## config.mk

```make
export PLATFORM = sky130hd
export DESIGN_NAME = mmd_decoder
export DESIGN_NICKNAME = d
export VERILOG_FILES = /design/src/design/mmd_pkg.sv /design/src/design/mmd_rst_sync.sv /design/src/design/mmd_decoder.sv
export SDC_FILE = /design/constraint.sdc
export NUM_CORES = 1
export LEC_CHECK = 0
export ABC_CLOCK_PERIOD_IN_PS = 3200
export BUFFER_PORTS_ARGS = -buffer_cell sky130_fd_sc_hd__buf_2
export CAP_MARGIN = 5
export CORE_AREA = 2 2 122 76
export CTS_BUF_LIST = sky130_fd_sc_hd__clkbuf_8
export CTS_CLUSTER_SIZE = 12
export DETAILED_ROUTE_END_ITERATION = 7
export DIE_AREA = 0 0 124 78
export PLACE_DENSITY = 0.74
export SYNTH_ARGS = -nofsm -noshare
export SYNTH_HDL_FRONTEND = slang
export SYNTH_SLANG_ARGS = --single-unit
```

## constraint.sdc

```tcl
create_clock -name clk_sys -period 3.2 [get_ports clk_sys]
set_input_delay 0.32 -clock clk_sys [delete_from_list [all_inputs] [get_ports clk_sys]]
set_output_delay 0.32 -clock clk_sys [all_outputs]
set_load 0.02 [all_outputs]
```

## src/design/mmd_pkg.sv

```systemverilog
package mmd_pkg;

  localparam int unsigned ADDR_W       = 16;
  localparam int unsigned SPACE_BYTES  = 65536;
  localparam int unsigned IO_REGS      = 64;
  localparam int unsigned SYS_REGS     = 10;

  localparam logic [15:0] IO_LO        = 16'h0000;
  localparam logic [15:0] IO_HI        = 16'h003f;
  localparam logic [15:0] HIPAGE_LO    = 16'hfe00;
  localparam logic [15:0] HIPAGE_HI    = 16'hfe0f;
  localparam logic [15:0] COMPAT_LO    = 16'hfe10;
  localparam logic [15:0] COMPAT_HI    = 16'hfe1f;
  localparam logic [15:0] MON_LO       = 16'hfe20;
  localparam logic [15:0] MON_HI       = 16'hff55;
  localparam logic [15:0] VEC_LO       = 16'hffdc;
  localparam logic [15:0] VEC_HI       = 16'hffff;
  localparam logic [15:0] SEC_LO       = 16'hfff6;
  localparam logic [15:0] SEC_HI       = 16'hfffd;

  localparam int unsigned MON_BYTES    = 310;
  localparam int unsigned RAM_BYTES    = 512;
  localparam int unsigned FLASH_BYTES  = 16384;
  localparam int unsigned FLASH_USER   = 15872;
  localparam int unsigned BURN_BYTES   = 1024;
  localparam int unsigned VEC_BYTES    = 36;
  localparam int unsigned SEC_BYTES    = 8;

  localparam logic [15:0] RAM_BASE_DEF   = 16'h0040;
  localparam logic [15:0] FLASH_BASE_DEF = 16'hc000;
  localparam logic [15:0] BURN_BASE_DEF  = 16'h0800;

  // system register select order, high page then $FF7E and $FF80
  localparam int unsigned SYS_BRK_STAT   = 0;
  localparam int unsigned SYS_RST_STAT   = 1;
  localparam int unsigned SYS_BRK_FLAG   = 2;
  localparam int unsigned SYS_FLASH_CTL  = 3;
  localparam int unsigned SYS_BRK_ADDR_H = 4;
  localparam int unsigned SYS_BRK_ADDR_L = 5;
  localparam int unsigned SYS_BRK_CTL    = 6;
  localparam int unsigned SYS_LV_STAT    = 7;
  localparam int unsigned SYS_FLASH_PROT = 8;
  localparam int unsigned SYS_OSC_TRIM   = 9;

  localparam logic [15:0] SYS_ADDR [0:SYS_REGS-1] = '{
    16'hfe00, 16'hfe01, 16'hfe03, 16'hfe08, 16'hfe09,
    16'hfe0a, 16'hfe0b, 16'hfe0c, 16'hff7e, 16'hff80
  };

  typedef enum logic [8:0] {
    MMD_REG_IO    = 9'h001,
    MMD_REG_SYS   = 9'h002,
    MMD_REG_RAM   = 9'h004,
    MMD_REG_FLASH = 9'h008,
    MMD_REG_VEC   = 9'h010,
    MMD_REG_MON   = 9'h020,
    MMD_REG_BURN  = 9'h040,
    MMD_REG_RSVD  = 9'h080,
    MMD_REG_UNIMP = 9'h100
  } mmd_region_t;

  typedef struct packed {
    logic        valid;
    logic        write;
    logic [15:0] addr;
  } mmd_bus_t;

  typedef struct packed {
    logic        valid;
    logic        write;
    mmd_region_t region;
    logic        flash_array;
    logic        secure;
    logic [2:0]  secure_idx;
  } mmd_decode_t;

endpackage : mmd_pkg

```

## src/design/mmd_rst_sync.sv

```systemverilog
`timescale 1ns/1ps
module mmd_rst_sync (
  input  wire logic clk_sys,
  input  wire logic rst_n,
  output logic      rst_sync_n
);

  logic stage1;

  always_ff @(posedge clk_sys or negedge rst_n) begin
    if (!rst_n) begin
      stage1     <= 1'b0;
      rst_sync_n <= 1'b0;
    end else begin
      stage1     <= 1'b1;
      rst_sync_n <= stage1;
    end
  end

endmodule : mmd_rst_sync

```

## src/design/mmd_decoder.sv

```systemverilog
`timescale 1ns/1ps
// Function
// - every 16-bit address of the 64-Kbyte space resolves to one class
// - access to an unimplemented address raises an illegal-address reset request
// - $0000-$003F selects the peripheral control, status and data registers
// - system registers in the high page and at $FF7E/$FF80 selected individually, trim byte $FF80 optional
// - $FE10-$FE1F is a reserved compatibility block
// - monitor rom occupies 310 bytes, $FE20 to $FF55
// - a 512-byte read/write ram region is decoded
// - 16-Kbyte program array with 15,872 bytes of user space
// - a 1024-byte burn-in rom region is decoded
// - 36 vector bytes $FFDC-$FFFF belong to the program array
// - $FFF6-$FFFD flagged as the eight security bytes
module mmd_decoder #(
  parameter logic [15:0] RAM_BASE   = mmd_pkg::RAM_BASE_DEF,
  parameter logic [15:0] FLASH_BASE = mmd_pkg::FLASH_BASE_DEF,
  parameter logic [15:0] BURN_BASE  = mmd_pkg::BURN_BASE_DEF,
  parameter bit          TRIM_EN    = 1'b1
) (
  input  wire logic                                  clk_sys,
  input  wire logic                                  rst_n,
  input  wire mmd_pkg::mmd_bus_t                     bus,
  output mmd_pkg::mmd_decode_t                       dec,
  output logic [mmd_pkg::IO_REGS-1:0]                io_sel,
  output logic [mmd_pkg::SYS_REGS-1:0]               sys_sel,
  output logic                                       illegal_req,
  output logic [mmd_pkg::ADDR_W-1:0]                 illegal_addr,
  output logic                                       rsvd_hit
);

  localparam logic [15:0] RAM_HI   = 16'(32'(RAM_BASE) + mmd_pkg::RAM_BYTES - 1);
  localparam logic [15:0] FLASH_HI = 16'(32'(FLASH_BASE) + mmd_pkg::FLASH_USER - 1);
  localparam logic [15:0] BURN_HI  = 16'(32'(BURN_BASE) + mmd_pkg::BURN_BYTES - 1);

  // ram and burn-in must fit the space above the i/o registers, program array must end below the high page, burn-in must miss ram and program array
  if (32'(RAM_BASE) + mmd_pkg::RAM_BYTES > mmd_pkg::SPACE_BYTES ||
      RAM_BASE <= mmd_pkg::IO_HI) begin : g_bad_ram
    $error("ram region placement not servable");
  end
  if (32'(FLASH_BASE) + mmd_pkg::FLASH_USER > 32'(mmd_pkg::HIPAGE_LO)) begin : g_bad_flash
    $error("program array runs into the high page");
  end
  if (32'(BURN_BASE) + mmd_pkg::BURN_BYTES > mmd_pkg::SPACE_BYTES ||
      BURN_BASE <= mmd_pkg::IO_HI ||
      (BURN_BASE <= RAM_HI && BURN_HI >= RAM_BASE) ||
      (BURN_BASE <= FLASH_HI && BURN_HI >= FLASH_BASE)) begin : g_bad_burn
    $error("burn-in rom overlaps another region");
  end

  logic rst_sync_n;

  mmd_rst_sync u_rst_sync (
    .clk_sys    (clk_sys),
    .rst_n      (rst_n),
    .rst_sync_n (rst_sync_n)
  );

  function automatic logic in_range(input logic [15:0] a, input logic [15:0] lo, input logic [15:0] hi);
    in_range = (a >= lo) && (a <= hi);
  endfunction : in_range

  function automatic logic is_sys(input logic [15:0] a);
    logic hit;
    hit = 1'b0;
    for (int i = 0; i < mmd_pkg::SYS_REGS; i++) begin
      if (a == mmd_pkg::SYS_ADDR[i] && (i != mmd_pkg::SYS_OSC_TRIM || TRIM_EN)) begin
        hit = 1'b1;
      end
    end
    is_sys = hit;
  endfunction : is_sys

  function automatic mmd_pkg::mmd_region_t region_of(input logic [15:0] a);
    mmd_pkg::mmd_region_t r;
    r = mmd_pkg::MMD_REG_UNIMP;
    if (in_range(a, mmd_pkg::IO_LO, mmd_pkg::IO_HI)) begin
      r = mmd_pkg::MMD_REG_IO;
    end else if (is_sys(a)) begin
      r = mmd_pkg::MMD_REG_SYS;
    end else if (in_range(a, mmd_pkg::HIPAGE_LO, mmd_pkg::HIPAGE_HI)) begin
      r = mmd_pkg::MMD_REG_RSVD;
    end else if (in_range(a, mmd_pkg::COMPAT_LO, mmd_pkg::COMPAT_HI)) begin
      r = mmd_pkg::MMD_REG_RSVD;
    end else if (in_range(a, mmd_pkg::MON_LO, mmd_pkg::MON_HI)) begin
      r = mmd_pkg::MMD_REG_MON;
    end else if (in_range(a, RAM_BASE, RAM_HI)) begin
      r = mmd_pkg::MMD_REG_RAM;
    end else if (in_range(a, FLASH_BASE, FLASH_HI)) begin
      r = mmd_pkg::MMD_REG_FLASH;
    end else if (in_range(a, BURN_BASE, BURN_HI)) begin
      r = mmd_pkg::MMD_REG_BURN;
    end else if (in_range(a, mmd_pkg::VEC_LO, mmd_pkg::VEC_HI)) begin
      r = mmd_pkg::MMD_REG_VEC;
    end
    region_of = r;
  endfunction : region_of

  mmd_pkg::mmd_region_t        next_region;
  logic [mmd_pkg::IO_REGS-1:0]  next_io_sel;
  logic [mmd_pkg::SYS_REGS-1:0] next_sys_sel;
  logic                         next_secure;

  always_comb begin
    next_region = region_of(bus.addr);
    next_secure = in_range(bus.addr, mmd_pkg::SEC_LO, mmd_pkg::SEC_HI);
  end

  for (genvar gi = 0; gi < mmd_pkg::IO_REGS; gi++) begin : g_io
    assign next_io_sel[gi] = bus.valid && (bus.addr == 16'(32'(mmd_pkg::IO_LO) + gi));
  end

  for (genvar gs = 0; gs < mmd_pkg::SYS_REGS; gs++) begin : g_sys
    if (gs == mmd_pkg::SYS_OSC_TRIM && !TRIM_EN) begin : g_off
      assign next_sys_sel[gs] = 1'b0;
    end else begin : g_on
      assign next_sys_sel[gs] = bus.valid && (bus.addr == mmd_pkg::SYS_ADDR[gs]);
    end
  end

  // decode registered on the address edge, one cycle ahead of the data phase
  always_ff @(posedge clk_sys or negedge rst_sync_n) begin
    if (!rst_sync_n) begin
      dec.valid       <= 1'b0;
      dec.write       <= 1'b0;
      dec.region      <= mmd_pkg::MMD_REG_UNIMP;
      dec.flash_array <= 1'b0;
      dec.secure      <= 1'b0;
      dec.secure_idx  <= 3'h0;
    end else begin
      dec.valid       <= bus.valid;
      dec.write       <= bus.write;
      dec.region      <= next_region;
      dec.flash_array <= bus.valid && (next_region == mmd_pkg::MMD_REG_FLASH ||
                                       next_region == mmd_pkg::MMD_REG_VEC);
      dec.secure      <= bus.valid && next_secure;
      dec.secure_idx  <= next_secure ? 3'(bus.addr - mmd_pkg::SEC_LO) : 3'h0;
    end
  end

  always_ff @(posedge clk_sys or negedge rst_sync_n) begin
    if (!rst_sync_n) begin
      io_sel  <= '0;
      sys_sel <= '0;
    end else begin
      io_sel  <= next_io_sel;
      sys_sel <= next_sys_sel;
    end
  end

  always_ff @(posedge clk_sys or negedge rst_sync_n) begin
    if (!rst_sync_n) begin
      illegal_req  <= 1'b0;
      illegal_addr <= 16'h0000;
    end else begin
      illegal_req <= bus.valid && (next_region == mmd_pkg::MMD_REG_UNIMP);
      if (bus.valid && next_region == mmd_pkg::MMD_REG_UNIMP) begin
        illegal_addr <= bus.addr;
      end
    end
  end

  // reserved hits are only reported; nothing is guarded against them
  always_ff @(posedge clk_sys or negedge rst_sync_n) begin
    if (!rst_sync_n) begin
      rsvd_hit <= 1'b0;
    end else begin
      rsvd_hit <= bus.valid && (next_region == mmd_pkg::MMD_REG_RSVD);
    end
  end

endmodule : mmd_decoder

```

==> results of run 1 <==
[kinds of logic (layout without fill, tap and decap cells)]
kind of cell               Yosys count  in the layout  synth area share, %
AOI/OAI and AO/OA                   11             11                 1.81
xor gates and xnor gates             1              1                0.223
adders and majority gates            2              2                0.636
buffers and inverters               18            154                 2.26
DFF                                110            110                 70.0
muxes                               16             16                 5.44
other                                1              1               0.0953
and+or+nand+nor                    156            156                 19.6
[through the flow]
step	cells	area, um^2	util, %	power (uW)	worst slack, ns
floorplan	315	3940	-	1620	0.908
global placement	546	4680	55.3	1700	0.680
detailed placement	546	4680	55.3	1710	0.631
CTS	563	4870	57.6	2480	1.04
global route	563	4870	57.6	2550	0.896
finish	563	4870	57.6	2450	1.01
[registers in the layout (all words and copies together), names as in the netlist]
signal and cells:
io_sel 64, u_rst_sync.rst_sync_n 1, sys_sel 10, illegal_req 1, illegal_addr 16, dec 16
rsvd_hit 1, u_rst_sync.stage1 1
[routing by layer]
metal | vias up | global-route usage, %
met5 | - | 0
met4 | 0 | 6.74
met3 | 6 | 8.68
met2 | 103 | 28.8
met1 | 1369 | 30.8
li1 | 1301 | -
[layout make-up]
| type | count | area [um^2] | area share (%) |
|---|---|---|---|
| clock buffers | 10 | 138 | 2.82 |
| inverters | 6 | 22.5 | 0.462 |
| repair buffers | 132 | 676 | 13.9 |
| well taps | 112 | 140 | 2.88 |
| multi-input cells | 187 | 1090 | 22.4 |
| flip-flops and latches | 110 | 2760 | 56.6 |
| clock inverters | 6 | 46.3 | 0.950 |
[path summary, 6_finish.rpt]
check | endpoint | slack (ns)
max | illegal_addr[0] | 1.01
min | dec[14] | 0.06
max reg2reg | io_sel[17] | 1.94
min reg2reg | u_rst_sync.rst_sync_n | 0.37
max in group asynchronous | io_sel[17] | 1.94
min in group asynchronous | u_rst_sync.rst_sync_n | 0.25
[layout by cell type (no fill, tap or decap), drive strengths merged, types with 2 or more instances in the layout]
cell type  instances
nor3               7
nand2b             2
nor2b              2
mux2              16
clkbuf            10
clkinvlp           2
ha                 2
o21ai              3
nand3             13
or4                2
and3               5
clkinv             3
nor4               5
or2                2
a21oi              2
nor2              84
nand4              6
inv                7
or3                2
buf              131
dfrtp            109
and2               8
nand2             13
[timing repair]
item / CTS / global route
buffers inserted: 0 / 0
hold buffers: 1 / 0
hold endpoints to repair: 2 / 0
[report_power, final]
| group | leakage, uW | total, uW | switching (uW) | internal (uW) |
|---|---|---|---|---|
| combinational | 0.00102 | 218 | 136 | 82.9 |
| sequential | 0.00148 | 1460 | 34.6 | 1420 |
| clock | 0.0000889 | 773 | 465 | 308 |
==> metrics.md, run 1 <==
| Metric | Value |
|---|---|
| Crit path launch type | input pin |
| CTS root buf | clkbuf_8 |
| TritonCTS Sinks | 110 |
| Synthesized area per cell | 12.5 um^2 |
| Largest cells by area after synthesis | dfrtp_1, nor2_1, mux2_4 |
| Drt initial violations | 152 |
| Yosys top cell area share | 69.3% |
| Initial Util | 46.5% |
| Syn Nets | 337 |
| GRT overflow | 0 |
| Crit path kind | in2reg |
| Drc violations | 0 |
| Clock Latency Late Sink | 0.37 ns |
| FMAX | 456 MHz |
| Final min period | 2.19 ns |
| Routed WL | 9.61 mm |
| Vias | 2779 |
| Slew headroom | 44.3% |
| Number of gates resized after cts | 0 |
| Final setup viols | 0 |
| Initial antenna violation count | 0 |
| Row cnt | 26 |
| Cell variety after synth | 42 |
| RSZ-0062 raised after global routing | no |
| Leakage | 0.00259 uW |
| Crit path max-delay family | simple AND/OR/NAND/NOR gates |
| Die Span Y | 78 um |
| Setup crit end kind | register |
| Power per cell area | 503 nW/um^2 |
| Synth warn | 0 |
| EDFF count, synth | 0 |
| Mapped cell area | 3940 um^2 |
| H-tree depth | 3 |
| R2r worst-path depth | 1 |
| Most common cell in the netlist | dfrtp_1 |
| Top cells by count, synth | dfrtp_1, nor2_1, nand2_1, nand3_1, mux2_4 |
| DIE AREA | 9670 um^2 |
| Slew @ Worst Pin | 0.835 ns |
| Max Used Layer | met4 |
| WL met2 | 4.00 mm |
| Reg2reg start | u_rst_sync.rst_sync_n |
| Clk buf depth | 2 |
| Layout cell share with drive strength beyond 1 | 37.9% |
| Worst hold slack | 0.0555 ns |
| Final Hold Viols | 0 |
| Hpwl dp | 6.94 mm |
| First-pass GRT wire length | 15.1 mm |
| Sequential fraction of the synthesis area | 70.0% |
| DR WL met3 | 842 um |
| Worst path cell trace | buf_2 > nor2_1 > nand2_1 > nor4_2 > or4b_4 > nor3_4 > buf_4 > mux2_2 |
| Final period utilization | 68.5% |
| CP max stage cell | or4b_4 |
| Largest net degree at the start of global routing | 69 |
| Hold Crit Depth | 1 |
| Worst-path fanout max | 17 |
| Worst-path clk slew | 0.10 ns |
| Gpl congestion | 0.894 |
| Outcome | finished clean |
| Post-synth top area cell | dfrtp_1 |
| Hold/Removal Path Class | in2reg |
| Filler cells | 759 |
| WL met1 | 4.70 mm |
| CP startpoint | bus[2] |
| Vias in the first global route | 2864 |
| Drt pass-1 iters | 5 |
| Core box area | 8460 um^2 |
| MaxCap Viol Count | 0 |
| Fin Clk Skew | 0.00536 ns |
| Data arrival, critical path | 2.46 ns |
| I/O pin cnt | 128 |
| Bufs and invs on worst path | 2 |
| Total track usage | 21.2% |
| Post-DR wirelength/cell | 17.1 um |
| Max-slew violations | 0 |
| Seq cells post-synth | 110 |
| IO Port Bufs | 127 |
| Fin nets | 468 |
| CP Depth | 8 |
| P&R area growth vs syn | 23.8% |
| Syn Inst Count | 315 |
| TritonCTS clock tree | done |
| Post-route ant nets | 0 |
| Asr flop ratio synth | 100% |
| Synth Flop Type | dfrtp_1 |
| Final TNS setup | 0 ns |
| Die Width | 124 um |
| CP required | 3.47 ns |
| Ant. Diodes | 0 |
| Hold Crit Start | bus[16] |
| Critical path's largest stage delay | 0.53 ns |
| Max VDD drop | 0.288 mV |
| CTS Buf Count | 9 |
| Vias per inst | 4.94 |
Note: power is estimated with default switching activity, not from simulation.
==> inputs of run 2 (changes only) <==
- ABC_CLOCK_PERIOD_IN_PS: 3200 -> 2000
- clock period: 3.2 -> 2 ns (I/O delays scaled with it)
==> run 2 against run 1 <==
- sequential cell count unchanged
- non-clock buffer count increased by 48
- routed wire length increased by 4.3%
- combinational power increased by 99%
- count of clock-buffer cells in the layout unchanged
- sequential power increased by 59%
- first-iteration DRC count decreased by 1.3%
- design area increased by 8.2%
- final cell count increased by 8.5%
- die area unchanged
==> metrics.md, run 2 (same netlist as run 1, synthesis figures left out) <==
| Metric | Value |
|---|---|
| Vias per inst | 4.85 |
| Fin Clk Skew | 0.0172 ns |
| Die Span Y | 78 um |
| Largest register FFs | 64 |
| Power per cell area | 750 nW/um^2 |
| Commonest cells after routing, fill and taps aside | buf_2, dfrtp_1, nor2_1, buf_4 |
| Final Hold Viols | 0 |
| Layout cell share with drive strength beyond 1 | 43.3% |
| IO Port Bufs | 127 |
| Largest net degree at the start of global routing | 45 |
| Routed WL | 10.0 mm |
| Commonest non-fill, non-tap cell in the layout | buf_2 |
| Initial antenna violation count | 0 |
| H-tree depth | 3 |
| Final TNS setup | 0 ns |
| FMAX | 534 MHz |
| Outcome | finished clean |
| Post-Place Cells | 591 |
| R2r worst-path depth | 1 |
| Drt initial violations | 150 |
| FF-to-FF setup slack | 1.15 ns |
| Final setup viols | 0 |
| Final instance area | 5270 um^2 |
| Gpl congestion | 0.902 |
| Hpwl dp | 7.50 mm |
| CP endpoint | illegal_addr[15] |
| TritonCTS clock tree | done |
| Drt pass-1 iters | 4 |
| Hold/Removal Path Class | in2reg |
| RSZ-0062 raised after global routing | no |
| Max VDD drop | 0.498 mV |
| Clock Latency Late Sink | 0.37 ns |
| Vias | 2963 |
| Worst-path fanout max | 17 |
| Pwr Total | 3950 uW |
| Row cnt | 26 |
| Ant. Diodes | 0 |
| MaxCap Viol Count | 0 |
| Vias in the first global route | 2969 |
| Crit path kind | in2reg |
| Data arrival, critical path | 2.12 ns |
| TritonCTS Sinks | 110 |
| Core box area | 8460 um^2 |
| P&R area growth vs syn | 34.0% |
| DIE AREA | 9670 um^2 |
| Post-DR wirelength/cell | 16.4 um |
| CTS root buf | clkbuf_8 |
| Post-Layout Cell Count | 611 |
| Largest regs | io_sel: 64 flops, dec: 16 flops, illegal_addr: 16 flops |
| Initial Util | 46.5% |
| I/O pin cnt | 128 |
| CTS Buf Count | 9 |
| First-pass GRT wire length | 15.9 mm |
| Post-route ant nets | 0 |
| Total track usage | 22.5% |
| Post-DP Area | 5060 um^2 |
| Largest register by flop count | io_sel |
| Filler cells | 697 |
| Final min period | 1.87 ns |
| Reg2reg start | u_rst_sync.rst_sync_n |
| Fin nets | 516 |
| Clk buf depth | 2 |
| Leakage | 0.00284 uW |
| CP required | 2.25 ns |
| Critical R2R Capture | io_sel[18] |
| GRT overflow | 0 |
| Final period utilization | 93.6% |
| Crit path launch type | input pin |
| Max-slew violations | 0 |
| Setup crit end kind | register |
| Worst-path clk slew | 0.11 ns |
| Die Width | 124 um |
| Final core utilization | 62.3% |
| CP startpoint | bus[0] |
| Drc violations | 0 |
==> run 2: report_power, final <==
group | switching [uW] | leakage (uW) | total, uW | internal (uW)
clock | 715 | 0.0000957 | 1200 | 486
combinational | 246 | 0.00126 | 434 | 187
sequential | 39.9 | 0.00148 | 2320 | 2280
==> run 2: metal layers <==
layer  share of wire (%)  track usage (%)  vias up  wire length (um)
met5                   0                0        -                 0
met1                  47             33.2     1445              4690
met2                  42             30.2      119              4240
met3                  10             9.04        8              1020
li1                    -                -     1391                 -
met4                0.77             7.19        0                77
==> run 2: cell type report <==
class | count | area [um^2] | share of cell area (%)
repair buffers | 180 | 1080 | 20.5
well taps | 112 | 140 | 2.66
multi-input cells | 187 | 1100 | 20.8
clock buffers | 10 | 138 | 2.61
inverters | 6 | 22.5 | 0.427
flip-flops and latches | 110 | 2760 | 52.3
clock inverters | 6 | 37.5 | 0.712
==> run 2: what timing repair did <==
| action | in CTS | in global routing |
|---|---|---|
| endpoints found under the hold margin | 4 | 0 |
| hold buffers | 3 | 0 |
| endpoints found under the setup margin | 0 | 3 |
| buffers inserted | 0 | 1 |
| resized for setup | 0 | 0 |
==> run 2: worst min path at each step <==
stage	start	endpoint	slack (ns)	depth (start not counted)
finish	bus[10]	illegal_addr[10]	0.1	2
global route	bus[13]	illegal_addr[13]	0.07	2
CTS	bus[13]	illegal_addr[13]	0.07	2
detailed placement	rst_n	u_rst_sync.rst_sync_n	-0.01	1
global placement	rst_n	u_rst_sync.stage1	-0.01	1
floorplan	rst_n	u_rst_sync.rst_sync_n	-0.1	0
==> run 2: metrics by stage <==
step                setup slack [ns]  hold WS (ns)
detailed placement            -0.217       -0.0122
floorplan                     -0.113       -0.0956
finish                         0.129        0.0975
CTS                            0.186        0.0653
global route                 0.00410        0.0722
global placement              -0.172       -0.0145
==> run 2: critical path, stage by stage <==
cell	delay, ns
buf_2	0.12
nand2b_1	0.17
a21oi_1	0.08
o211ai_1	0.28
or4b_4	0.54
nor3_4	0.18
buf_12	0.20
mux2_2	0.35
